==> config.mk <==
export PLATFORM = sky130hd
export DESIGN_NAME = ckg_top
export DESIGN_NICKNAME = d
export VERILOG_FILES = /design/src/pkg/ckg_pkg.sv /design/src/hdl/ckg_top.sv /design/src/hdl/ckg_glitchless.sv /design/src/hdl/ckg_divider.sv
export VERILOG_INCLUDE_DIRS = /design/src /design/src/pkg
export SDC_FILE = /design/constraint.sdc
export NUM_CORES = 1
export LEC_CHECK = 0
export BUFFER_PORTS_ARGS = -buffer_cell sky130_fd_sc_hd__buf_2
export CORE_ASPECT_RATIO = 0.9
export CORE_UTILIZATION = 57
export DETAILED_ROUTE_END_ITERATION = 12
export PLACE_DENSITY = 0.78
export RECOVER_POWER = 100
export SYNTH_ARGS = -nofsm -noshare
export SYNTH_HDL_FRONTEND = slang
export SYNTH_SLANG_ARGS = --single-unit
==> constraint.sdc <==
create_clock -name core_clk -period 10.1 [get_ports core_clk]
set_input_delay 0 -clock core_clk [delete_from_list [all_inputs] [get_ports core_clk]]
set_output_delay 0 -clock core_clk [all_outputs]
set_load 0.005 [all_outputs]
==> src/pkg/ckg_consts.svh <==
`ifndef CKG_CONSTS_SVH
`define CKG_CONSTS_SVH

// register byte offsets
`define CKG_AW          6
`define CKG_REF_CTRL    6'h00
`define CKG_REF_DIV     6'h04
`define CKG_REF_SEL     6'h08
`define CKG_SYS_CTRL    6'h0c
`define CKG_SYS_DIV     6'h10
`define CKG_SYS_SEL     6'h14
`define CKG_PIN_CTRL    6'h18
`define CKG_PIN_DIV     6'h1c
`define CKG_WAKE_EN     6'h20
`define CKG_SLEEP_EN    6'h24
`define CKG_STATUS      6'h28

// control fields
`define CKG_CTRL_GSEL   0
`define CKG_CTRL_AUX    5
`define CKG_CTRL_KILL   10
`define CKG_CTRL_ENABLE 11
`define CKG_CTRL_DC50   12

// reset values
`define CKG_DIV_RESET   32'h0000_0100
`define CKG_WAKE_MASK   4'hd
`define CKG_WAKE_RESET  4'hd
`define CKG_SLEEP_RESET 4'hf
`define CKG_NDEST       4

// source indices
`define CKG_SRC_RING    0
`define CKG_SRC_CRYS    1
`define CKG_SRC_PINA    2
`define CKG_SRC_PINB    3

`endif

==> src/pkg/ckg_pkg.sv <==
package ckg_pkg;
  `include "ckg_consts.svh"

  typedef enum logic [1:0] {GM_IDLE, GM_STOP, GM_START} ckg_gm_phase_t;

  typedef struct packed {
    ckg_gm_phase_t phase;
    logic          cur;
    logic [1:0]    cnt;
    logic [1:0]    selected;
  } ckg_gm_state_t;

  typedef struct packed {
    logic [1:0]  enPipe;
    logic        run;
    logic [24:0] cnt;
    logic [24:0] per;
    logic [7:0]  acc;
    logic        out;
    logic        pend;
  } ckg_div_state_t;

  typedef struct packed {
    logic [3:0]  sy0, sy1, sy2, lvl, lvlPrev;
    logic        refAuxPrev, sysAuxPrev, pinAuxPrev, refOutPrev;
    logic        refGsel, sysGsel;
    logic [1:0]  refAux, sysAux;
    logic [3:0]  pinAux;
    logic        pinKill, pinEn, pinDc50;
    logic [31:0] refDiv, sysDiv, pinDiv;
    logic [3:0]  wakeEn, sleepEn, gate, dest;
    logic        sleeping, waitReq;
    logic [31:0] rdata;
  } ckg_top_state_t;

  // {rise, fall} of a level seen through its previous sample
  function automatic logic [1:0] ckgEdge(input logic prev, input logic cur);
    return {cur & ~prev, prev & ~cur};
  endfunction
endpackage

==> src/hdl/ckg_top.sv <==
// Design decisions made here: the register offsets and the Avalon-MM interface to the registers.
`timescale 1ns/10ps
`include "ckg_consts.svh"

////////////////////////////////////////////////////////////////////////////////
// What this block does
// - aux mux is plain, may glitch
// - ref and sys slices add glitchless mux
// - two source cycles stop, two restart
// - readable one-hot status of used source
// - divide by one or 2.0 upward
// - fraction alternates two neighbouring integer periods
// - new divisor taken at cycle end
// - enable change taken at cycle end
// - ref and sys have no kill; only deep stop disables them
// - kill halts at once, mid-cycle
// - divider counts input rising edges only
// - odd divisor correction uses falling edge
// - each destination has sleep enable; all but clocks branch have awake enable
// - all destination enable bits reset to one
// - bus fabric branch always on when awake
// - clocks-block branch has no awake bit
// - pin clock and cores never gated
// - sleep when both cores asleep, DMA idle
// - sleep swaps awake set for sleep set
// - ref from ring oscillator, sys from ref
// - divisor integer 31:8, fraction 7:0
// - status one-hot, bit zero is source zero
module ckg_top
  import ckg_pkg::*;
(
  input  wire logic                 core_clk,
  input  wire logic                 reset,
  input  wire logic [`CKG_AW-1:0]   avs_address,
  input  wire logic                 avs_read,
  input  wire logic                 avs_write,
  input  wire logic [31:0]          avs_writedata,
  output logic [31:0]               avs_readdata,
  output logic                      avs_waitrequest,
  input  wire logic                 ringOscillator,
  input  wire logic                 crystalOscillator,
  input  wire logic                 pinClockInA,
  input  wire logic                 pinClockInB,
  input  wire logic                 core0Sleep,
  input  wire logic                 core1Sleep,
  input  wire logic                 dmaBusy,
  input  wire logic                 deepStopState,
  output logic                      refClk,
  output logic                      sysClk,
  output logic                      pinClockOutputA,
  output logic [`CKG_NDEST-1:0]     sysDestClk,
  output logic                      systemSleep
);

  //////////////////////////////////////////////////////////////////////////////
  // state

  localparam ckg_top_state_t TOP_RST = '{
    refDiv:   `CKG_DIV_RESET,
    sysDiv:   `CKG_DIV_RESET,
    pinDiv:   `CKG_DIV_RESET,
    wakeEn:   `CKG_WAKE_RESET,
    sleepEn:  `CKG_SLEEP_RESET,
    gate:     `CKG_SLEEP_RESET,
    waitReq:  1'b1,
    default:  '0
  };

  ckg_top_state_t s, n;

  logic       refAuxLvl;
  logic       sysAuxLvl;
  logic       pinAuxLvl;
  logic [1:0] ringE;
  logic [1:0] refAuxE;
  logic [1:0] sysAuxE;
  logic [1:0] pinAuxE;
  logic [1:0] refOutE;
  logic [1:0] refIn;
  logic [1:0] sysIn;
  logic [1:0] refSel;
  logic [1:0] sysSel;
  logic       alwaysOnEn;
  logic       noKill;
  logic       noDc50;
  logic       pinRun;
  logic       refRun;
  logic       sysRun;
  logic       req;
  logic [3:0] destEn;
  logic [31:0] rd;

  assign avs_readdata    = s.rdata;
  assign avs_waitrequest = s.waitReq;
  assign systemSleep     = s.sleeping;
  assign sysDestClk      = s.dest;

  //////////////////////////////////////////////////////////////////////////////
  // auxiliary muxes: plain selects on the filtered levels (pin mux also on refClk and sysClk), so a select
  // change may produce a runt edge; software must park the slice first

  always_comb begin
    unique case (s.refAux)
      2'h0: refAuxLvl = s.lvl[`CKG_SRC_CRYS];
      2'h1: refAuxLvl = s.lvl[`CKG_SRC_PINA];
      2'h2: refAuxLvl = s.lvl[`CKG_SRC_PINB];
      2'h3: refAuxLvl = 1'b0;
    endcase
  end

  always_comb begin
    unique case (s.sysAux)
      2'h0: sysAuxLvl = s.lvl[`CKG_SRC_CRYS];
      2'h1: sysAuxLvl = s.lvl[`CKG_SRC_PINA];
      2'h2: sysAuxLvl = s.lvl[`CKG_SRC_PINB];
      2'h3: sysAuxLvl = s.lvl[`CKG_SRC_RING];
    endcase
  end

  always_comb begin
    case (s.pinAux)
      4'h0:    pinAuxLvl = s.lvl[`CKG_SRC_RING];
      4'h1:    pinAuxLvl = s.lvl[`CKG_SRC_CRYS];
      4'h2:    pinAuxLvl = s.lvl[`CKG_SRC_PINA];
      4'h3:    pinAuxLvl = s.lvl[`CKG_SRC_PINB];
      4'h4:    pinAuxLvl = refClk;
      4'h5:    pinAuxLvl = sysClk;
      default: pinAuxLvl = 1'b0;
    endcase
  end

  assign ringE   = ckgEdge(s.lvlPrev[`CKG_SRC_RING], s.lvl[`CKG_SRC_RING]);
  assign refAuxE = ckgEdge(s.refAuxPrev, refAuxLvl);
  assign sysAuxE = ckgEdge(s.sysAuxPrev, sysAuxLvl);
  assign pinAuxE = ckgEdge(s.pinAuxPrev, pinAuxLvl);
  assign refOutE = ckgEdge(s.refOutPrev, refClk);

  //////////////////////////////////////////////////////////////////////////////
  // reference slice: source 0 is the ring oscillator

  // only the deep stop state halts the always-on slices
  assign alwaysOnEn = ~deepStopState;
  assign noKill     = 1'b0;
  assign noDc50     = 1'b0;

  ckg_glitchless uRefMux (
    .core_clk (core_clk),
    .reset    (reset),
    .sel      (s.refGsel),
    .rise0    (ringE[1]),
    .fall0    (ringE[0]),
    .rise1    (refAuxE[1]),
    .fall1    (refAuxE[0]),
    .riseOut  (refIn[1]),
    .fallOut  (refIn[0]),
    .selected (refSel)
  );

  ckg_divider uRefDiv (
    .core_clk (core_clk),
    .reset    (reset),
    .srcRise  (refIn[1]),
    .srcFall  (refIn[0]),
    .enable   (alwaysOnEn),
    .kill     (noKill),
    .dc50     (noDc50),
    .divInt   (s.refDiv[31:8]),
    .divFrac  (s.refDiv[7:0]),
    .clkOut   (refClk),
    .running  (refRun)
  );

  //////////////////////////////////////////////////////////////////////////////
  // system slice: source 0 is the reference clock

  ckg_glitchless uSysMux (
    .core_clk (core_clk),
    .reset    (reset),
    .sel      (s.sysGsel),
    .rise0    (refOutE[1]),
    .fall0    (refOutE[0]),
    .rise1    (sysAuxE[1]),
    .fall1    (sysAuxE[0]),
    .riseOut  (sysIn[1]),
    .fallOut  (sysIn[0]),
    .selected (sysSel)
  );

  ckg_divider uSysDiv (
    .core_clk (core_clk),
    .reset    (reset),
    .srcRise  (sysIn[1]),
    .srcFall  (sysIn[0]),
    .enable   (alwaysOnEn),
    .kill     (noKill),
    .dc50     (noDc50),
    .divInt   (s.sysDiv[31:8]),
    .divFrac  (s.sysDiv[7:0]),
    .clkOut   (sysClk),
    .running  (sysRun)
  );

  //////////////////////////////////////////////////////////////////////////////
  // pin clock slice: aux mux only, with enable, kill and correction

  ckg_divider uPinDiv (
    .core_clk (core_clk),
    .reset    (reset),
    .srcRise  (pinAuxE[1]),
    .srcFall  (pinAuxE[0]),
    .enable   (s.pinEn),
    .kill     (s.pinKill),
    .dc50     (s.pinDc50),
    .divInt   (s.pinDiv[31:8]),
    .divFrac  (s.pinDiv[7:0]),
    .clkOut   (pinClockOutputA),
    .running  (pinRun)
  );

  //////////////////////////////////////////////////////////////////////////////
  // destination enables

  always_comb begin
    if (s.sleeping) begin
      destEn = s.sleepEn;
    end else begin
      destEn = s.wakeEn;
      destEn[0] = 1'b1;
      destEn[1] = 1'b1;
    end
  end

  //////////////////////////////////////////////////////////////////////////////
  // register read view

  always_comb begin
    rd = 32'h0;
    unique case (avs_address)
      `CKG_REF_CTRL: begin
        rd[`CKG_CTRL_GSEL]       = s.refGsel;
        rd[`CKG_CTRL_AUX +: 2]   = s.refAux;
      end
      `CKG_REF_DIV:  rd = s.refDiv;
      `CKG_REF_SEL:  rd[1:0] = refSel;
      `CKG_SYS_CTRL: begin
        rd[`CKG_CTRL_GSEL]       = s.sysGsel;
        rd[`CKG_CTRL_AUX +: 2]   = s.sysAux;
      end
      `CKG_SYS_DIV:  rd = s.sysDiv;
      `CKG_SYS_SEL:  rd[1:0] = sysSel;
      `CKG_PIN_CTRL: begin
        rd[`CKG_CTRL_AUX +: 4]   = s.pinAux;
        rd[`CKG_CTRL_KILL]       = s.pinKill;
        rd[`CKG_CTRL_ENABLE]     = s.pinEn;
        rd[`CKG_CTRL_DC50]       = s.pinDc50;
      end
      `CKG_PIN_DIV:  rd = s.pinDiv;
      `CKG_WAKE_EN:  rd[3:0] = s.wakeEn;
      `CKG_SLEEP_EN: rd[3:0] = s.sleepEn;
      `CKG_STATUS: begin
        rd[0] = s.sleeping;
        rd[1] = pinRun;
        rd[2] = refRun;
        rd[3] = sysRun;
      end
      default:       rd = 32'h0;
    endcase
  end

  //////////////////////////////////////////////////////////////////////////////
  // next state

  assign req = avs_read | avs_write;

  always_comb begin
    n = s;

    // pin synchronisers: a change counts once stages two and three agree
    n.sy0 = {pinClockInB, pinClockInA, crystalOscillator, ringOscillator};
    n.sy1 = s.sy0;
    n.sy2 = s.sy1;
    for (int i = 0; i < 4; i++) begin
      if (s.sy1[i] == s.sy2[i]) n.lvl[i] = s.sy2[i];
    end
    n.lvlPrev    = s.lvl;
    n.refAuxPrev = refAuxLvl;
    n.sysAuxPrev = sysAuxLvl;
    n.pinAuxPrev = pinAuxLvl;
    n.refOutPrev = refClk;

    // system sleep follows the cores and DMA with no hysteresis
    n.sleeping = core0Sleep & core1Sleep & ~dmaBusy;

    // gates move only while the branch clock is low
    if (!sysClk) n.gate = destEn;
    n.dest = {`CKG_NDEST{sysClk}} & s.gate;

    // one wait cycle per access, then one cycle with waitrequest low
    n.waitReq = ~(req & s.waitReq);
    if (avs_read && s.waitReq) n.rdata = rd;

    if (avs_write && !s.waitReq) begin
      unique case (avs_address)
        `CKG_REF_CTRL: begin
          n.refGsel = avs_writedata[`CKG_CTRL_GSEL];
          n.refAux  = avs_writedata[`CKG_CTRL_AUX +: 2];
        end
        `CKG_REF_DIV:  n.refDiv = avs_writedata;
        `CKG_SYS_CTRL: begin
          n.sysGsel = avs_writedata[`CKG_CTRL_GSEL];
          n.sysAux  = avs_writedata[`CKG_CTRL_AUX +: 2];
        end
        `CKG_SYS_DIV:  n.sysDiv = avs_writedata;
        `CKG_PIN_CTRL: begin
          n.pinAux  = avs_writedata[`CKG_CTRL_AUX +: 4];
          n.pinKill = avs_writedata[`CKG_CTRL_KILL];
          n.pinEn   = avs_writedata[`CKG_CTRL_ENABLE];
          n.pinDc50 = avs_writedata[`CKG_CTRL_DC50];
        end
        `CKG_PIN_DIV:  n.pinDiv = avs_writedata;
        `CKG_WAKE_EN:  n.wakeEn = avs_writedata[3:0] & `CKG_WAKE_MASK;
        `CKG_SLEEP_EN: n.sleepEn = avs_writedata[3:0];
        default: ;
      endcase
    end
  end

  //////////////////////////////////////////////////////////////////////////////
  // registers; reset leaves ref on the ring oscillator, sys on ref

  always_ff @(posedge core_clk or posedge reset) begin
    if (reset) s <= TOP_RST;
    else       s <= n;
  end

  // cores take sysClk and the pin takes its slice output ungated

endmodule

==> src/hdl/ckg_glitchless.sv <==
`timescale 1ns/10ps
`include "ckg_consts.svh"
module ckg_glitchless
  import ckg_pkg::*;
(
  input  wire logic       core_clk,
  input  wire logic       reset,
  input  wire logic       sel,
  input  wire logic       rise0,
  input  wire logic       fall0,
  input  wire logic       rise1,
  input  wire logic       fall1,
  output logic            riseOut,
  output logic            fallOut,
  output logic [1:0]      selected
);
  ckg_gm_state_t s, n;
  logic          curRise, curFall;

  assign curRise  = s.cur ? rise1 : rise0;
  assign curFall  = s.cur ? fall1 : fall0;
  // incoming edges are swallowed until its two start cycles are done
  assign riseOut  = curRise & (s.phase != GM_START);
  assign fallOut  = curFall & (s.phase != GM_START);
  assign selected = s.selected;

  always_comb begin
    n = s;
    unique case (s.phase)
      GM_IDLE: if (sel != s.cur) begin
        n.phase = GM_STOP;
        n.cnt   = 2'h0;
      end
      GM_STOP: if (curFall) begin
        n.cnt = s.cnt + 2'h1;
        if (s.cnt == 2'h1) begin
          n.phase    = GM_START;
          n.cur      = sel;
          n.cnt      = 2'h0;
          n.selected = 2'h0;
        end
      end
      GM_START: if (curRise) begin
        n.cnt = s.cnt + 2'h1;
        if (s.cnt == 2'h1) begin
          n.phase    = GM_IDLE;
          n.selected = s.cur ? 2'h2 : 2'h1;
        end
      end
    endcase
  end

  always_ff @(posedge core_clk or posedge reset) begin
    if (reset) s <= '{phase: GM_IDLE, cur: 1'b0, cnt: 2'h0, selected: 2'h1};
    else       s <= n;
  end
endmodule

==> src/hdl/ckg_divider.sv <==
`timescale 1ns/10ps
`include "ckg_consts.svh"
module ckg_divider
  import ckg_pkg::*;
(
  input  wire logic        core_clk,
  input  wire logic        reset,
  input  wire logic        srcRise,
  input  wire logic        srcFall,
  input  wire logic        enable,
  input  wire logic        kill,
  input  wire logic        dc50,
  input  wire logic [23:0] divInt,
  input  wire logic [7:0]  divFrac,
  output logic             clkOut,
  output logic             running
);
  ckg_div_state_t s, n;
  logic [8:0]     sum;

  assign clkOut  = s.out;
  assign running = s.run;
  assign sum     = {1'b0, s.acc} + {1'b0, divFrac};

  always_comb begin
    n = s;
    if (srcRise) n.enPipe = {s.enPipe[0], enable};
    if (kill) begin
      n.run  = 1'b0;
      n.out  = 1'b0;
      n.pend = 1'b0;
      n.cnt  = 25'h0;
    end else if (srcRise) begin
      if (!s.run || s.cnt == s.per) begin
        // new divisor and enable only take hold here
        n.run  = s.enPipe[1];
        n.out  = s.enPipe[1];
        n.pend = 1'b0;
        n.cnt  = 25'h1;
        if (divInt == 24'h1) begin
          n.per = 25'h1;
        end else begin
          n.acc = sum[7:0];
          n.per = {divInt == 24'h0, divInt} + {24'h0, sum[8]};
        end
      end else begin
        if (s.cnt == (s.per >> 1)) begin
          if (dc50 && s.per[0]) n.pend = 1'b1;
          else                  n.out  = 1'b0;
        end
        n.cnt = s.cnt + 25'h1;
      end
    end else if (srcFall && (s.pend || (s.run && s.per == 25'h1))) begin
      n.out  = 1'b0;
      n.pend = 1'b0;
    end
  end

  always_ff @(posedge core_clk or posedge reset) begin
    if (reset) s <= '{per: 25'h1, default: '0};
    else       s <= n;
  end
endmodule

==> reports/metrics.cfg <==
[detailed_routing]
dr.pass1.iters = 6
drc = 0
first_iter_violations = 1436
routed_wl_um = 55910
ant_nets = 0
wire_per_inst_um = 21.66
vias_per_cell = 6.228
num_vias = 16080

[clock_network]
cts_buffer_depth = 3
cts_resized = 0
path_clk_slew_ps = 60
clockRootBuffer = clkbuf_16
cts.sinks = 380
cts-hold-fix-buffers = 45
post_cts_buffers = 0
cts_inserted_buffers = 42
cts_tree = done
clock_latency_ps = 590
htree_levels = 2

[pwr]
power.switching_mw = 1.676
internal_power_mw = 3.219
pwr-share-seq_pct = 43.1
p_sw_share_pct = 34.24
p_clk_share_pct = 32.1
max-vdd-ir-drop_uv = 131.4
p_leak_nw = 10.78
p_comb_share_pct = 24.8
p_per_area_mw_per_mm2 = 211.2

[timing]
finalSetupViolCount = 0
hold_viol = 0
slew_viol_final = 305
post-route-period-util_pct = 48.66
max_freq_mhz = 203.5
fin_setup_tns_ps = 0
hold_slack_ps = 57.93
period_needed_ps = 4914
slew_headroom_pct = -106.2
rsz0062_at_grt = no
setup_slack_ps = 5186
skew_ps = 25.37
tightest_slew_ps = 3081

[yosys]
muxShareOfSynthArea_pct = 11.39
synth_top_family_by_area = simple AND/OR/NAND/NOR gates
postSynth.asyncResetShare_pct = 100.0
syn-num-nets = 2124
syn_avg_cell_area_um2 = 10.43
ys_types = 82
netlist_area_mm2 = 0.02115
synthCells = 2028
synth_edf_count = 0
synthSimpleGateAreaFrac_pct = 14.98
synth_compound_area_share_pct = 9.956
synth-seq-cells = 380
yosys.area_share.xor_xnor_pct = 10.97
yosysWarningCount = 0
synth_adder_area_share_pct = 3.017
ys_seq_area_share_pct = 45.08
synth_flop_cell = dfrtp_1

[die]
num_rows = 66
start_util_pct = 58.21
core-area_mm2 = 0.03633
design.die.area_mm2 = 0.03788
fp.dieH_um = 184.7
io_pins = 91
die_x_um = 205.1

[global_route]
grt_use_total_pct = 30.48
grt_overflow = 0
grt_max_degree = 178
grt_pass1_wl_um = 89310
antenna_found_initial = 1
grt_pass1_vias = 15810

[setup_path]
crit_fanout = 31
end_kind = register
cp_top_family = buffers and inverters
crit_buf_inv = 4
reg2regPathDepth = 8
timing.critical_path.from = avs_address[2]
crit_path_end = s[126]
critPathArrivalTime_ps = 5360
critPathRequiredTime_ps = 10550
start_kind = input pin
crit_chain = dlygate4sd3_1, clkbuf_1, nor4b_1, and2_0, clkbuf_1, nand2_1, clkbuf_1, mux2_2
max_stage_delay_ps = 1310
r2r_slack_ps = 5230
crit_type = input pin to register
cp_num_cells = 8
r2r_end = uRefDiv.s[30]
reg2reg_from = uRefMux.s[5]
cpMostUsedCell = clkbuf_1
slowest_stage = clkbuf_1

[final_layout]
drive_above_1_share_pct = 14.68
fin_cells = 2582
fin_util_pct = 63.79
multi_input_area_mm2 = 0.01051
syn_to_final_growth_pct = 9.595
filler_cell_count = 2898
nets = 2167
seqCellArea_mm2 = 0.009534

[run_status]
status = finished with violations
violations = max-capacitance violations, max-slew violations

[placed_design]
dp_hpwl_um = 38810
pre_cts_ws_ps = 6386
dp_cells = 2458
place_congestion = 0.9295
portBuffers = 90

[min_path]
min_path_type = input pin to register
hp-start = crystalOscillator

[flow_run]
drv_cap = 9

worst min-delay path by stage:
stage                        end  slack, ps  cells after the start
after floorplan           n[175]         30                      0
after global placement    n[176]        110                      1
after detailed placement  n[178]        110                      1
after CTS                 n[178]         30                      2
after global routing      n[178]         50                      2
final                     n[176]         60                      2
placed cells by master, fill, tap and decap left out, types with 7 or more instances in the layout:
master,count
nand2_1,171
ha_1,43
mux2i_1,16
a22o_1,42
nor2_1,115
nor2b_1,18
buf_2,57
clkbuf_8,8
nor4_1,56
clkbuf_1,51
nand3_1,65
and4_1,19
a31oi_1,28
inv_1,42
o21a_1,8
and2_1,9
o21ai_0,87
or3_1,7
a222oi_1,8
a21oi_1,47
and3_1,32
dfrtp_1,360
dfstp_2,19
and2_0,7
clkinv_2,7
dlygate4sd3_1,45
nor3_1,32
nand4_1,55
mux2_1,41
xnor2_1,138
clkbuf_16,42
a22oi_1,28
clkinvlp_4,7
nand2b_1,9
xor2_1,127
mux2_2,149
state kept, by name (all words and copies together) (netlist names):
signal / flops
uRefDiv.clkOut: 1
uRefDiv.s: 60
avs_waitrequest: 1
uSysMux.s: 5
systemSleep: 1
uSysDiv.running: 1
s: 129
n: 12
sysDestClk: 4
avs_readdata: 32
uSysMux.selected: 2
uPinDiv.s: 61
uRefMux.s: 5
uRefMux.selected: 2
uPinDiv.clkOut: 1
uRefDiv.running: 1
uSysDiv.clkOut: 1
uPinDiv.running: 1
uSysDiv.s: 60
metal layers:
| layer | GRT usage [%] | part of all wire (%) | routed length [µm] |
|---|---|---|---|
| met5 | 0 | 0.018 | 10 |
| met1 | 43.17 | 45 | 25050 |
| met2 | 47.04 | 45 | 25230 |
| met3 | 5.004 | 6.9 | 3868 |
| met4 | 11.38 | 3.1 | 1756 |
cell usage after synthesis, types with 31 or more instances:
master	number	area, µm²
and3_1	32	200.2
xnor2_1	138	1209
nand2_1	170	638.1
clkbuf_1	81	304.0
nand4_1	55	344.1
nor2_1	113	424.2
mux2_1	31	349.1
nor4_1	56	350.3
a21oi_1	47	235.2
nand3_1	64	320.3
xor2_1	127	1112
dfrtp_1	360	9009
ha_1	43	538.0
mux2_2	142	1599
buf_4	37	277.8
nor3_1	31	155.2
a22o_1	42	367.9
inv_1	43	161.4
o21ai_0	85	425.4
layout make-up:
cell class / instances / area share (%)
multi-input combinational: 1451 / 45.35
antenna: 1 / 0.01080
timing repair buffer: 153 / 4.167
clock buffer: 58 / 5.139
clock inverter: 20 / 0.9176
inverter: 43 / 0.7125
sequential: 380 / 41.13
tap: 476 / 2.569
power groups by stage:
stage / combinational, mW / clock (mW) / sequential, mW
3_3_place_gp: 1.19 / 0 / 2.11
4_1_cts: 1.25 / 1.59 / 2.10
5_1_grt: 1.35 / 1.65 / 2.14
6_report: 1.21 / 1.57 / 2.11
2_1_floorplan: 1.02 / 0 / 1.97
3_5_place_dp: 1.22 / 0 / 2.12
per-stage QoR:
step | power [mW] | cell area (µm²)
after floorplan | 2.992 | 21150
after global placement | 3.298 | 21540
after detailed placement | 3.343 | 21540
after CTS | 4.941 | 23400
after global routing | 5.135 | 23180
final | 4.895 | 23180
worst reg2reg max path: cells and delay by family, from the launching register on:
family | cells | cell delay [ps]
and+or+nand+nor | 4 | 3140
muxes | 1 | 520
buffers and inverters | 2 | 410
DFF | 1 | 350
adders and majority gates | 1 | 340
cells by family after synthesis:
group / count (synthesis)
flops: 380
buf+inv: 197
fa+ha+maj: 50
xor+xnor: 265
compound gates: 309
mux: 208
simple gates: 619
Note: power is estimated with default switching activity, not from simulation.
